===== src/wake_pkg.sv =====
package wake_pkg;

  // register offsets (byte addresses, one 32-bit word each)
  localparam logic [7:0] MAC_CTRL_OFS    = 8'h00;
  localparam logic [7:0] WAKE_FILTER_OFS = 8'h28;
  localparam logic [7:0] PM_CTRL_OFS     = 8'h2C;
  localparam logic [7:0] STA_ADDR_HI_OFS = 8'h40;
  localparam logic [7:0] STA_ADDR_LO_OFS = 8'h44;

  // mac_control_reg fields
  localparam int RX_ENABLE_BIT = 2;
  localparam int TX_ENABLE_BIT = 3;

  // pm_control_status_reg fields
  localparam int PD_BIT         = 0;
  localparam int PAT_EN_BIT     = 1;
  localparam int WF_EN_BIT      = 2;
  localparam int PAT_RCVD_BIT   = 5;
  localparam int WF_RCVD_BIT    = 6;
  localparam int PAT_IRQ_EN_BIT = 8;
  localparam int WF_IRQ_EN_BIT  = 9;

  // wake filter word layout
  localparam int           FILTERS       = 4;
  localparam int           FILTER_WORDS  = 8;
  localparam logic [2:0]   CMD_WORD      = 3'd4;
  localparam logic [2:0]   OFS_WORD      = 3'd5;
  localparam logic [2:0]   CRC_WORD_LO   = 3'd6;
  localparam logic [31:0]  CMD_WORD_MASK = 32'h0F0F0F0F;
  localparam int           MASK_BITS     = 31;
  localparam int           CMD_EN_BIT    = 0;
  localparam int           CMD_MCAST_BIT = 3;

  // reset values
  localparam logic [31:0] MAC_CTRL_RST = 32'h00000000;
  localparam logic [31:0] PM_CTRL_RST  = 32'h00000000;
  localparam logic [47:0] STA_ADDR_RST = 48'h000000000000;
  localparam logic [31:0] WORD_RST     = 32'h00000000;

  // frame checks
  localparam logic [10:0] MIN_FRAME_BYTES = 11'd64;
  localparam logic [10:0] HDR_FCS_BYTES   = 11'd18;
  localparam logic [10:0] TYPE_HI_IDX     = 11'd12;
  localparam logic [10:0] TYPE_LO_IDX     = 11'd13;
  localparam logic [10:0] ADDR_FIELD_END  = 11'd12;
  localparam logic [15:0] LEN_TYPE_LIMIT  = 16'h0600;
  localparam logic [31:0] CRC32_INIT      = 32'hFFFFFFFF;
  localparam logic [31:0] CRC32_RESIDUE   = 32'hDEBB20E3;
  localparam logic [31:0] CRC32_POLY      = 32'hEDB88320;
  localparam logic [15:0] CRC16_INIT      = 16'hFFFF;
  localparam logic [15:0] CRC16_POLY      = 16'hA001;

  // pattern frame
  localparam logic [2:0] PAT_SYNC_BYTES = 3'd6;
  localparam logic [6:0] PAT_ADDR_BYTES = 7'd96;
  localparam logic [7:0] ALL_ONES_BYTE  = 8'hFF;

  typedef struct packed {
    logic [3:0] rxd;
    logic       rx_dv;
    logic       rx_er;
    logic       col;
  } mii_rx_t;

  typedef struct packed {
    logic [7:0] data;
    logic       valid;
    logic       last;
  } app_rx_t;

  typedef enum logic [1:0] {
    RX_IDLE  = 2'b00,
    RX_FRAME = 2'b01,
    RX_DROP  = 2'b10
  } rx_state_t;

endpackage


===== src/mac_wakeup_frame_detector.sv =====
// Function
// - power-down drops every received frame
// - eight sequential writes fill filter words
// - eight sequential reads return filter words
// - mask bit j selects byte offset+j
// - command bit 3 picks multicast or unicast
// - command bit 0 enables filter
// - 8-bit offset per filter, minimum 12; offsets below 12 are accepted and not rejected
// - 16-bit expected CRC per filter
// - enabled filter CRC match gives wake frame
// - reject length, FCS, dribble, error, collision, runt
// - wake frame: leave sleep, set bit 6
// - pattern detection only when enabled
// - six FF bytes then address sixteen times
// - check every frame for station in sleep
// - pattern frame sets status, optional interrupt
// - event line and receiver enable needed
// - either wake frame clears power-down
// - status read clears both received bits
//
// Local design decisions: strobed register access and the address map.
`timescale 1ns/100ps
module mac_wakeup_frame_detector (
  input  wire logic                 sys_clk,
  input  wire logic                 rst,
  input  wire logic                 mii_rx_clk,
  input  wire wake_pkg::mii_rx_t    mii_in,
  input  wire logic [7:0]           reg_addr,
  input  wire logic [31:0]          reg_wdata,
  input  wire logic                 reg_wr,
  input  wire logic                 reg_rd,
  output logic      [31:0]          reg_rdata,
  output wake_pkg::app_rx_t         app_rx,
  output logic                      wake_event,
  output logic                      pm_irq
);
  import wake_pkg::*;

  function automatic logic [31:0] crc32_byte(input logic [31:0] c, input logic [7:0] b);
    logic [31:0] r;
    r = c ^ {24'h000000, b};
    for (int k = 0; k < 8; k++) begin
      r = r[0] ? ((r >> 1) ^ CRC32_POLY) : (r >> 1);
    end
    return r;
  endfunction

  function automatic logic [15:0] crc16_byte(input logic [15:0] c, input logic [7:0] b);
    logic [15:0] r;
    r = c ^ {8'h00, b};
    for (int k = 0; k < 8; k++) begin
      r = r[0] ? ((r >> 1) ^ CRC16_POLY) : (r >> 1);
    end
    return r;
  endfunction

  function automatic logic [7:0] sta_byte(input logic [47:0] a, input logic [2:0] i);
    return a[8'(47 - 8 * i) -: 8];
  endfunction

  // link side synchronisers
  logic              rxclk_s1_q, rxclk_s2_q, rxclk_s3_q;
  mii_rx_t           mii_s1_q, mii_s2_q;
  always_ff @(posedge sys_clk) begin
    rxclk_s1_q <= mii_rx_clk;
    rxclk_s2_q <= rxclk_s1_q;
    rxclk_s3_q <= rxclk_s2_q;
    mii_s1_q   <= mii_in;
    mii_s2_q   <= mii_s1_q;
  end
  logic rx_edge;
  assign rx_edge = rxclk_s2_q & ~rxclk_s3_q;

  // registers
  logic [31:0] mac_ctrl_q, pm_ctrl_q;
  logic [47:0] sta_addr_q;
  logic [31:0] wf_mem [FILTER_WORDS];
  logic [2:0]  wf_ptr_q;
  logic        wf_hit, pm_hit;
  logic        wf_accept_q, pat_accept_q;
  assign wf_hit = (reg_addr == WAKE_FILTER_OFS);
  assign pm_hit = (reg_addr == PM_CTRL_OFS);

  // nibble assembly and frame tracking
  rx_state_t   rx_state_q;
  logic [3:0]  nib_lo_q;
  logic        half_q, byte_stb_q, frame_end_q, err_seen_q, dribble_q;
  logic [7:0]  byte_q;
  logic [10:0] cnt_q;
  always_ff @(posedge sys_clk) begin
    byte_stb_q  <= 1'b0;
    frame_end_q <= 1'b0;
    if (rst) begin
      rx_state_q <= RX_IDLE;
      half_q     <= 1'b0;
      nib_lo_q   <= 4'h0;
      byte_q     <= 8'h00;
      err_seen_q <= 1'b0;
      dribble_q  <= 1'b0;
    end else if (rx_edge) begin
      case (rx_state_q)
        RX_IDLE: begin
          if (mii_s2_q.rx_dv) begin
            rx_state_q <= mac_ctrl_q[RX_ENABLE_BIT] ? RX_FRAME : RX_DROP;
            nib_lo_q   <= mii_s2_q.rxd;
            half_q     <= 1'b1;
            err_seen_q <= mii_s2_q.rx_er | mii_s2_q.col;
          end
        end
        RX_FRAME: begin
          if (!mii_s2_q.rx_dv) begin
            rx_state_q  <= RX_IDLE;
            frame_end_q <= 1'b1;
            dribble_q   <= half_q;
            half_q      <= 1'b0;
          end else begin
            err_seen_q <= err_seen_q | mii_s2_q.rx_er | mii_s2_q.col;
            if (half_q) begin
              byte_q     <= {mii_s2_q.rxd, nib_lo_q};
              byte_stb_q <= 1'b1;
            end else begin
              nib_lo_q <= mii_s2_q.rxd;
            end
            half_q <= ~half_q;
          end
        end
        RX_DROP: begin
          if (!mii_s2_q.rx_dv) begin
            rx_state_q <= RX_IDLE;
          end
        end
        default: rx_state_q <= RX_IDLE;
      endcase
    end
  end

  // byte index, frame CRC, address and length checks
  logic [31:0] fcs_q;
  logic [15:0] len_q;
  logic        da_sta_q, da_bc_q, mcast_q;
  always_ff @(posedge sys_clk) begin
    if (rst || (rx_edge && rx_state_q == RX_IDLE)) begin
      cnt_q    <= 11'd0;
      fcs_q    <= CRC32_INIT;
      len_q    <= 16'h0000;
      da_sta_q <= 1'b1;
      da_bc_q  <= 1'b1;
      mcast_q  <= 1'b0;
    end else if (byte_stb_q) begin
      cnt_q <= cnt_q + 11'd1;
      fcs_q <= crc32_byte(fcs_q, byte_q);
      if (cnt_q < 11'd6) begin
        da_sta_q <= da_sta_q & (byte_q == sta_byte(sta_addr_q, cnt_q[2:0]));
        da_bc_q  <= da_bc_q & (byte_q == ALL_ONES_BYTE);
      end
      if (cnt_q == 11'd0) begin
        mcast_q <= byte_q[0];
      end
      if (cnt_q == TYPE_HI_IDX) begin
        len_q[15:8] <= byte_q;
      end
      if (cnt_q == TYPE_LO_IDX) begin
        len_q[7:0] <= byte_q;
      end
    end
  end

  logic frame_ok, len_err;
  assign len_err  = (len_q < LEN_TYPE_LIMIT) && (cnt_q >= HDR_FCS_BYTES) &&
                    ({5'b00000, cnt_q - HDR_FCS_BYTES} < len_q);
  assign frame_ok = (fcs_q == CRC32_RESIDUE) && !dribble_q && !err_seen_q &&
                    (cnt_q >= MIN_FRAME_BYTES) && !len_err;

  // four CRC-16 byte-mask filters
  logic [FILTERS-1:0] filt_match;
  generate
    for (genvar i = 0; i < FILTERS; i++) begin : g_filt
      logic [15:0] crc_q;
      logic [30:0] mask;
      logic [3:0]  cmd;
      logic [7:0]  ofs;
      logic [15:0] exp_crc;
      logic [10:0] rel;
      assign mask    = wf_mem[i][MASK_BITS-1:0];
      assign cmd     = wf_mem[CMD_WORD][8*i +: 4];
      assign ofs     = wf_mem[OFS_WORD][8*i +: 8];
      assign exp_crc = wf_mem[CRC_WORD_LO + 3'(i / 2)][16*(i % 2) +: 16];
      assign rel     = cnt_q - {3'b000, ofs};
      always_ff @(posedge sys_clk) begin
        if (rst || (rx_edge && rx_state_q == RX_IDLE)) begin
          crc_q <= CRC16_INIT;
        end else if (byte_stb_q && cnt_q >= {3'b000, ofs} && rel < 11'(MASK_BITS)) begin
          if (mask[rel[4:0]]) begin
            crc_q <= crc16_byte(crc_q, byte_q);
          end
        end
      end
      assign filt_match[i] = cmd[CMD_EN_BIT] &&
                             (cmd[CMD_MCAST_BIT] ? mcast_q : !mcast_q) &&
                             (crc_q == exp_crc);
    end
  endgenerate

  // pattern frame search: six sync bytes then station address 16 times
  logic [2:0] ff_cnt_q;
  logic [6:0] pat_pos_q;
  logic       pat_found_q;
  logic [7:0] pat_exp;
  assign pat_exp = sta_byte(sta_addr_q, 3'(pat_pos_q % 7'd6));
  always_ff @(posedge sys_clk) begin
    if (rst || (rx_edge && rx_state_q == RX_IDLE)) begin
      ff_cnt_q    <= 3'd0;
      pat_pos_q   <= 7'd0;
      pat_found_q <= 1'b0;
    end else if (byte_stb_q && cnt_q >= ADDR_FIELD_END && !pat_found_q) begin
      if (ff_cnt_q == PAT_SYNC_BYTES && byte_q == pat_exp) begin
        pat_pos_q <= pat_pos_q + 7'd1;
        if (pat_pos_q == PAT_ADDR_BYTES - 7'd1) begin
          pat_found_q <= 1'b1;
        end
      end else begin
        pat_pos_q <= 7'd0;
        if (byte_q != ALL_ONES_BYTE) begin
          ff_cnt_q <= 3'd0;
        end else if (ff_cnt_q != PAT_SYNC_BYTES) begin
          ff_cnt_q <= ff_cnt_q + 3'd1;
        end
      end
    end
  end

  // acceptance at end of frame, only while powered down
  always_ff @(posedge sys_clk) begin
    if (rst) begin
      wf_accept_q  <= 1'b0;
      pat_accept_q <= 1'b0;
    end else begin
      wf_accept_q  <= frame_end_q && frame_ok && pm_ctrl_q[PD_BIT] && pm_ctrl_q[WF_EN_BIT] &&
                      (|filt_match);
      pat_accept_q <= frame_end_q && frame_ok && pm_ctrl_q[PD_BIT] && pm_ctrl_q[PAT_EN_BIT] &&
                      pat_found_q && (da_sta_q || da_bc_q);
    end
  end

  always_ff @(posedge sys_clk) begin
    if (rst) begin
      wake_event <= 1'b0;
    end else begin
      wake_event <= wf_accept_q | pat_accept_q;
    end
  end

  // application receive path, blocked in power-down
  always_ff @(posedge sys_clk) begin
    if (rst) begin
      app_rx <= '0;
    end else begin
      app_rx.valid <= byte_stb_q && !pm_ctrl_q[PD_BIT];
      app_rx.last  <= frame_end_q && !pm_ctrl_q[PD_BIT];
      app_rx.data  <= byte_q;
    end
  end

  // register writes
  always_ff @(posedge sys_clk) begin
    if (rst) begin
      mac_ctrl_q <= MAC_CTRL_RST;
      sta_addr_q <= STA_ADDR_RST;
    end else if (reg_wr) begin
      if (reg_addr == MAC_CTRL_OFS) begin
        mac_ctrl_q <= reg_wdata;
      end
      if (reg_addr == STA_ADDR_HI_OFS) begin
        sta_addr_q[47:32] <= reg_wdata[15:0];
      end
      if (reg_addr == STA_ADDR_LO_OFS) begin
        sta_addr_q[31:0] <= reg_wdata;
      end
    end
  end

  always_ff @(posedge sys_clk) begin
    if (rst) begin
      wf_ptr_q <= 3'd0;
      for (int w = 0; w < FILTER_WORDS; w++) begin
        wf_mem[w] <= WORD_RST;
      end
    end else if ((reg_wr || reg_rd) && wf_hit) begin
      wf_ptr_q <= wf_ptr_q + 3'd1;
      if (reg_wr) begin
        wf_mem[wf_ptr_q] <= (wf_ptr_q == CMD_WORD) ? (reg_wdata & CMD_WORD_MASK) : reg_wdata;
      end
    end
  end

  // power management control and status
  always_ff @(posedge sys_clk) begin
    if (rst) begin
      pm_ctrl_q <= PM_CTRL_RST;
    end else begin
      if (reg_wr && pm_hit) begin
        pm_ctrl_q[PD_BIT]         <= reg_wdata[PD_BIT];
        pm_ctrl_q[PAT_EN_BIT]     <= reg_wdata[PAT_EN_BIT];
        pm_ctrl_q[WF_EN_BIT]      <= reg_wdata[WF_EN_BIT];
        pm_ctrl_q[PAT_IRQ_EN_BIT] <= reg_wdata[PAT_IRQ_EN_BIT];
        pm_ctrl_q[WF_IRQ_EN_BIT]  <= reg_wdata[WF_IRQ_EN_BIT];
      end
      if (reg_rd && pm_hit) begin
        pm_ctrl_q[WF_RCVD_BIT]  <= 1'b0;
        pm_ctrl_q[PAT_RCVD_BIT] <= 1'b0;
      end
      if (wf_accept_q) begin
        pm_ctrl_q[WF_RCVD_BIT] <= 1'b1;
      end
      if (pat_accept_q) begin
        pm_ctrl_q[PAT_RCVD_BIT] <= 1'b1;
      end
      if (wf_accept_q || pat_accept_q) begin
        pm_ctrl_q[PD_BIT] <= 1'b0;
      end
    end
  end

  assign pm_irq = (pm_ctrl_q[WF_RCVD_BIT] & pm_ctrl_q[WF_IRQ_EN_BIT]) |
                  (pm_ctrl_q[PAT_RCVD_BIT] & pm_ctrl_q[PAT_IRQ_EN_BIT]);

  // register reads, data in the following cycle
  always_ff @(posedge sys_clk) begin
    if (rst) begin
      reg_rdata <= 32'h00000000;
    end else if (reg_rd) begin
      case (reg_addr)
        MAC_CTRL_OFS:    reg_rdata <= mac_ctrl_q;
        WAKE_FILTER_OFS: reg_rdata <= wf_mem[wf_ptr_q];
        PM_CTRL_OFS:     reg_rdata <= pm_ctrl_q;
        STA_ADDR_HI_OFS: reg_rdata <= {16'h0000, sta_addr_q[47:32]};
        STA_ADDR_LO_OFS: reg_rdata <= sta_addr_q[31:0];
        default:         reg_rdata <= 32'h00000000;
      endcase
    end else begin
      reg_rdata <= 32'h00000000;
    end
  end
endmodule


===== config.mk =====
export PLATFORM = sky130hd
export DESIGN_NAME = mac_wakeup_frame_detector
export DESIGN_NICKNAME = d
export VERILOG_FILES = /design/src/wake_pkg.sv /design/src/mac_wakeup_frame_detector.sv
export SDC_FILE = /design/constraint.sdc
export NUM_CORES = 1
export LEC_CHECK = 0
export BUFFER_PORTS_ARGS = -buffer_cell sky130_fd_sc_hd__buf_2
export CAP_MARGIN = 20
export CORE_MARGIN = 8
export CORE_UTILIZATION = 60
export CTS_CLUSTER_DIAMETER = 50
export DETAILED_ROUTE_END_ITERATION = 6
export PLACE_DENSITY = 0.82
export REMOVE_ABC_BUFFERS = 1
export SYNTH_ARGS = -nofsm -noshare
export SYNTH_HDL_FRONTEND = slang
export SYNTH_SLANG_ARGS = --single-unit

===== constraint.sdc =====
create_clock -name sys_clk -period 5.59 [get_ports sys_clk]
set_input_delay 0.2795 -clock sys_clk [delete_from_list [all_inputs] [get_ports sys_clk]]
set_output_delay 0.2795 -clock sys_clk [all_outputs]
set_load 0.01 [all_outputs]

==> metrics.md, run 1 <==
| Metric | Value |
|---|---|
| Root buf cell | `clkbuf_16` |
| Crit-path cells | `xor2_1, o21ai_1, a211oi_1, nor2_1, ha_1, nor4_2, o31a_4, xnor2_4, ha_2, a211oi_1, nor2_1, nand3_1, mux2_2, o2111a_1, nor4_1, nand4_1, nor3_4, nor2_2, a32o_1` |
| Core ar. | `48550 um^2` |
| Dpl hpwl | `62.37 mm` |
| Largest net degree at the start of global routing | `101` |
| Min Tclk post-route | `5177 ps` |
| Worst Setup EP | `ff_cnt_q[2]` |
| IO Port Bufs | `95` |
| Multiplexer share of the synthesized area | `13.49%` |
| Placed cells | `3407` |
| Critical path endpoint category | `flop` |
| Setup crit start kind | `flop` |
| Layout cells sized above 1 | `13.70%` |
| Main combinational cell family by area after synthesis | `simple AND/OR/NAND/NOR gates` |
| Total of max-cap violations | `0` |
| Final WL | `89.85 mm` |
| Sequential element share of the synthesized area | `47.62%` |
| Post-synth EDFFs | `256` |
| Detailed Routing Iterations Pass 1 | `7` |
| Synth async-reset ratio | `0%` |
| Syn Area/Cell | `10.35 um^2` |
| CP bufs+invs | `0` |
| Sinks on Clock Net | `567` |
| Post-Syn Instances | `2822` |
| Hold path startpoint | `reg_wdata[25]` |
| Critical path fanouts, max | `16` |
| Synth unique cells | `74` |
| Clock Path Buffers | `3` |
| Final hold violations | `0` |
| RSZ-0062 raised after global routing | `no` |
| HP Class | `in -> reg` |
| CTS tree | `done` |
| Fin cells | `3548` |
| Tcrit/Tclk final | `92.61%` |
| Worst slew pin tran | `1223 ps` |
| Via/cell ratio | `6.478` |
| First-pass GRT wire length | `135.0 mm` |
| Worst vdd ir | `0.3530 mV` |
| Drc violations | `6` |
| CP peak stage delay | `610 ps` |
| Via count | `22980` |
| Post-synthesis register bit count | `567` |
| Die Area | `56010 um^2` |
| Critical path class | `reg -> reg` |
| Synth Area in XOR/XNOR | `8.908%` |
| Die Ht | `236.7 um` |
| Req. time, crit path | `6110 ps` |
| Violated checks | `design-rule violations` |
| Setup Viol. Count Final | `0` |
| Max_slew headroom | `18.18%` |
| Compound-Gate Fraction of Synth Area | `7.931%` |
| Total GRT Usage | `31.32%` |
| Stages on worst setup path | `19` |
| Slowest-stage cell, CP | `ha_2` |
| Final net count | `2991` |
| Cts bufs inserted | `60` |
| Setup ws final | `412.8 ps` |
| Clock Skew | `17.70 ps` |
| Initial antenna violation count | `2` |
| Routability cong. | `1.054` |
| Clock H-tree levels | `2` |
| R2R depth | `19` |
| TNS Setup | `0 ps` |
| Synth Area in Simple Gates | `15.92%` |
| Routed Antenna Nets | `0` |
| CP arrival | `5700 ps` |
| Initial core utilization | `60.18%` |
| Leakage | `11.96 nW` |
| Filler instances | `3484` |
| Worst Setup SP | `pat_pos_q[4]` |
| Primary FF master, synth | `dfxtp_1` |
| Flop2flop setup slack | `410 ps` |
| Number of diodes | `0` |
| Top delay family on crit path | `simple AND/OR/NAND/NOR gates` |
| Initial DRC count | `3273` |
| FMAX | `0.1932 GHz` |
| Routed WL per cell | `25.32 um` |
| Outcome | `finished, violations left` |
| Pre-CTS setup slack | `352.6 ps` |
| Yosys warns | `0` |
| Critical R2R Launch | `pat_pos_q[4]` |
| Total congestion overflow | `0` |
| Slew Viols, Final | `0` |
| Area grow syn2layout | `11.31%` |
| Clk slew on worst S/H paths | `60 ps` |
| Number of core rows | `81` |
| Die Wd | `236.7 um` |
| Top Ports | `96` |
| Worst-Skew Late Latency | `640 ps` |
| Post-CTS Setup Inserts | `0` |
| FF-to-FF End | `ff_cnt_q[2]` |
| Number of global-route vias before repair | `22180` |
| Synthesized-area fraction occupied by adder cells | `2.801%` |
| Post-Syn Area | `29220 um^2` |
| Pwr Density | `275.2 nW/um^2` |
## report_power, final
group / internal, mW / leakage [nW] / switching (mW)
registers: 4.40 / 5.16 / 0.0562
logic: 0.149 / 5.82 / 0.297
clock network: 2.35 / 0.978 / 1.71
total: 6.89 / 12.0 / 2.06
## worst min-delay path: stages
cell	delay, ps
buf_2	200
nand2_1	90
a21oi_1	60
## how the worst min path moves through the flow
stage / to / slack [ps] / depth (start not counted)
2_1_floorplan: mii_s1_q[0] / 310 / 0
3_3_place_gp: mii_s2_q[0] / 310 / 0
3_5_place_dp: mii_s2_q[0] / 310 / 0
4_1_cts: mac_ctrl_q[25] / 10 / 3
5_1_grt: sta_addr_q[24] / 40 / 3
6_report: mac_ctrl_q[25] / 30 / 3
## synthesized netlist by cell type (all sizes together) (4+ instances only)
library cell / n / area [um^2]
nor3b: 8 / 65.06
fa: 4 / 80.08
o32ai: 4 / 35.03
o22ai: 4 / 25.02
clkbuf: 156 / 586.8
xor2: 97 / 849.6
o31a: 6 / 61.31
mux4: 111 / 2500
nor4: 12 / 81.33
mux2i: 109 / 1091
ha: 59 / 738.2
o31ai: 4 / 30.03
inv: 74 / 277.8
nand2: 433 / 1625
buf: 25 / 107.6
nor2: 261 / 982.2
nor2b: 23 / 143.9
or2: 4 / 25.02
nor3: 31 / 166.4
a21boi: 5 / 37.54
a21o: 12 / 90.09
nand3: 27 / 135.1
and2: 132 / 825.8
o211ai: 41 / 307.8
nand4: 30 / 187.7
or3b: 4 / 35.04
a22oi: 16 / 120.1
a21oi: 146 / 730.7
a222oi: 16 / 160.2
nand3b: 7 / 52.55
nor4b: 4 / 35.03
nand2b: 15 / 93.84
a211oi: 5 / 37.54
o21ai: 92 / 460.4
o21bai: 4 / 30.03
xnor2: 198 / 1753
mux2: 31 / 349.1
edfxtp: 256 / 7687
dfxtp: 311 / 6226
and3: 10 / 62.56
## stage by stage
stage | util [%] | hold slack (ps) | instance area, um^2 | power, mW
detailed placement | 62.20 | 315.0 | 30190 | 4.948
floorplan | - | 307.2 | 28520 | 4.730
finish | 66.99 | 31.65 | 32520 | 8.951
CTS | 66.83 | 14.10 | 32440 | 8.949
global route | 66.99 | 38.10 | 32520 | 9.138
global placement | 62.14 | 311.9 | 30170 | 4.934
## cell type report
cell class	instances	area (um^2)	share of cell area (%)
multi-input combinational	2000	14360	44.14
sequential	567	13920	42.80
clock buffer	89	1778	5.467
timing repair buffer	173	1181	3.632
tap	622	778.2	2.393
inverter	74	277.8	0.8541
clock inverter	23	231.5	0.7118
## timing repair
action	CTS	global route
hold buffers	24	0
endpoints found under the setup margin	0	6
resized for setup	0	1
hold endpoints to repair	48	0
## layer usage
layer / wire length (um) / global-route usage [%]
met5: 0 / 0
met4: 5956 / 17.73
met3: 11020 / 7.336
met2: 39930 / 48.04
met1: 32950 / 40.69
## state kept, by name, indices dropped and copies added, names as in the netlist, 8 cells and up, named ones only
| register | cells |
|---|---|
| g_filt.crc_q | 64 |
| wf_mem | 256 |
| app_rx | 10 |
| fcs_q | 32 |
| mac_ctrl_q | 32 |
| reg_rdata | 32 |
| byte_q | 8 |
| sta_addr_q | 48 |
| len_q | 16 |
| cnt_q | 11 |
## cell usage in the layout (no fill, tap or decap), types with 7 or more instances in the layout
cell type and n:
mux2_2 30, a222oi_1 16, nand4_1 30, xor2_1 97, nand2_1 433, dfxtp_1 308
buf_4 50, nor3_1 29, nor3b_1 7, buf_2 94, mux2i_1 109, a21oi_1 145
nor2_1 260, o211ai_1 41, and2_1 131, edfxtp_1 256, and3_1 10, nor2b_1 23
clkbuf_1 19, nor4_1 10, a21o_1 12, nand3_1 27, inv_1 74, xnor2_1 197
nand3b_1 7, o21ai_0 89, clkbuf_16 66, clkinv_2 10, dlygate4sd3_1 24, nand2b_1 15
mux4_2 111, a22oi_1 16, ha_1 58
## cells by family (layout without fill, tap and decap cells)
logic type / after synthesis / count (layout)
AO/OA/AOI/OAI: 374 / 374
XOR/XNOR: 295 / 295
adder cells (fa/ha/maj): 63 / 63
buffers and inverters: 255 / 359
flip-flops: 567 / 567
multiplexers: 251 / 251
AND/OR/NAND/NOR: 1017 / 1017
(Power assumes the default switching activity.)
==> run 2: changes to the inputs <==
CORE_ASPECT_RATIO = 0.75   (was default)
==> run 2 against run 1 <==
The run still ends with design-rule violations left. Global-route usage decreased by 0.22 points. First-iteration DRC count increased by 12%. Fmax up 1.9%. Clock-buffer cell count is 11 lower. Critical path type unchanged. Highest routed layer is now met5.
==> metrics.md, run 2 (same netlist as run 1, synthesis figures left out) <==
| Metric | Value |
|---|---|
| Total congestion overflow | `0` |
| Slew Viols, Final | `0` |
| Die Ht | `207.1 um` |
| Via count | `22770` |
| Routability cong. | `1.015` |
| Final WL | `90.41 mm` |
| Fin Hold WS | `60.06 ps` |
| Setup Viol. Count Final | `0` |
| Setup crit start kind | `flop` |
| Reg with most FFs | `wf_mem` |
| Worst slew pin tran | `1116 ps` |
| Setup ws final | `511.6 ps` |
| Die Wd | `270.8 um` |
| Die Area | `56080 um^2` |
| First-pass GRT wire length | `135.5 mm` |
| Largest net degree at the start of global routing | `97` |
| Worst Setup EP | `ff_cnt_q[2]` |
| Routed Antenna Nets | `0` |
| Worst Hold Depth | `3` |
| Final net count | `2981` |
| Critical path fanouts, max | `16` |
| Initial DRC count | `3667` |
| Number of diodes | `0` |
| Area grow syn2layout | `10.64%` |
| Slowest-stage cell, CP | `dfxtp_1` |
| Root buf cell | `clkbuf_16` |
| TNS Setup | `0 ps` |
| Cts bufs inserted | `56` |
| Worst-Skew Late Latency | `630 ps` |
| Number of core rows | `70` |
| Flop2flop setup slack | `510 ps` |
| IO Port Bufs | `95` |
| Violated checks | `design-rule violations` |
| CP arrival | `5590 ps` |
| Min Tclk post-route | `5078 ps` |
| Via/cell ratio | `6.397` |
| Pre-CTS setup slack | `438.3 ps` |
| Most frequent cells in the layout | `nand2_1 (433), dfxtp_1 (308), nor2_1 (260)` |
| Worst Setup SP | `pat_pos_q[3]` |
| Initial core utilization | `60.32%` |
| Sinks on Clock Net | `567` |
| Top Ports | `96` |
| Number of global-route vias before repair | `21960` |
| R2R depth | `19` |
| HP Class | `in -> reg` |
| Detailed Routing Iterations Pass 1 | `7` |
| Layout cells sized above 1 | `13.57%` |
| Final hold violations | `0` |
| Crit-path cells | `or3b_1, a21oi_1, a211oi_1, nor2_1, ha_1, nor4_2, o31a_4, xnor2_4, ha_2, a211oi_1, nor2_1, nand3_1, mux2_2, o2111a_1, nor4_1, nand4_1, nor3_4, nor2_2, a32o_1` |
| Post-CTS Setup Inserts | `0` |
| Critical path class | `reg -> reg` |
| Routed WL per cell | `25.40 um` |
| Pwr Density | `271.2 nW/um^2` |
| Commonest non-fill, non-tap cell in the layout | `nand2_1` |
| Initial antenna violation count | `7` |
| Dpl hpwl | `63.98 mm` |
| Outcome | `finished, violations left` |
| Clk slew on worst S/H paths | `70 ps` |
| Critical R2R Launch | `pat_pos_q[3]` |
| Core ar. | `48430 um^2` |
| Clock Skew | `32.83 ps` |
| CTS tree | `done` |
| Total GRT Usage | `31.10%` |
| Largest regs | `wf_mem: 256 flops, g_filt.crc_q: 64 flops, sta_addr_q: 48 flops` |
| Critical path endpoint category | `flop` |
| FF-to-FF End | `ff_cnt_q[2]` |
| Max_slew headroom | `25.35%` |
| FMAX | `0.1969 GHz` |
| Drc violations | `11` |
| Leakage | `11.84 nW` |
| Req. time, crit path | `6100 ps` |
| Tcrit/Tclk final | `90.85%` |
| CP peak stage delay | `600 ps` |
| Max reg flops | `256` |
| RSZ-0062 raised after global routing | `no` |
| Clock H-tree levels | `2` |
| Total of max-cap violations | `0` |
| Worst vdd ir | `0.2487 mV` |
| Clock Path Buffers | `3` |
[run 2: report_power, final]
group,leakage (nW),internal [mW],switching (mW)
logic,5.77,0.150,0.298
registers,5.16,4.40,0.0596
clock network,0.907,2.18,1.68
total,11.8,6.73,2.04
[run 2: timing repair]
action | 4_1_cts | 5_1_grt
hold buffers | 24 | 0
hold endpoints to repair | 48 | 0
endpoints found under the setup margin | 0 | 2
gates resized for setup | 0 | 1
[run 2: worst max-delay path: cells and delay by family, from the launching register on]
| family | cells | cell delay [ps] |
|---|---|---|
| adder cells (fa/ha/maj) | 2 | 840 |
| AND/OR/NAND/NOR | 9 | 1890 |
| flip-flops | 1 | 600 |
| AO/OA/AOI/OAI | 6 | 1190 |
| XOR/XNOR | 1 | 180 |
| multiplexers | 1 | 280 |
[run 2: final cells by class]
| cell class | instances | area [um^2] |
|---|---|---|
| clock buffer | 78 | 1627 |
| clock inverter | 25 | 239.0 |
| fill | 3530 | 16110 |
| inverter | 74 | 277.8 |
| multi-input combinational | 2000 | 14360 |
| sequential | 567 | 13920 |
| tap | 648 | 810.8 |
| timing repair buffer | 167 | 1090 |
[run 2: stage by stage]
step | cell area, um^2 | power [mW] | util, % | instances
2_1_floorplan | 28520 | 4.730 | - | 2641
3_5_place_dp | 30190 | 4.956 | 62.34 | 3430
5_1_grt | 32320 | 8.941 | 66.74 | 3559
3_3_place_gp | 30170 | 4.941 | 62.30 | 3428
4_1_cts | 32300 | 8.745 | 66.69 | 3557
6_report | 32320 | 8.766 | 66.74 | 3559
[run 2: how the worst min path moves through the flow]
stage                      to     startpoint
2_1_floorplan     mii_s1_q[0]      mii_in[0]
3_3_place_gp       rxclk_s2_q     rxclk_s1_q
3_5_place_dp      mii_s2_q[2]    mii_s1_q[2]
5_1_grt        mac_ctrl_q[25]  reg_wdata[25]
4_1_cts        sta_addr_q[25]  reg_wdata[25]
6_report       sta_addr_q[25]  reg_wdata[25]
[run 2: layer usage]
| layer | share of wire [%] | track usage [%] |
|---|---|---|
| met1 | 39 | 43.74 |
| met2 | 42 | 44.32 |
| met3 | 15 | 10.30 |
| met4 | 4.1 | 11.73 |
| met5 | 0.025 | 0 |
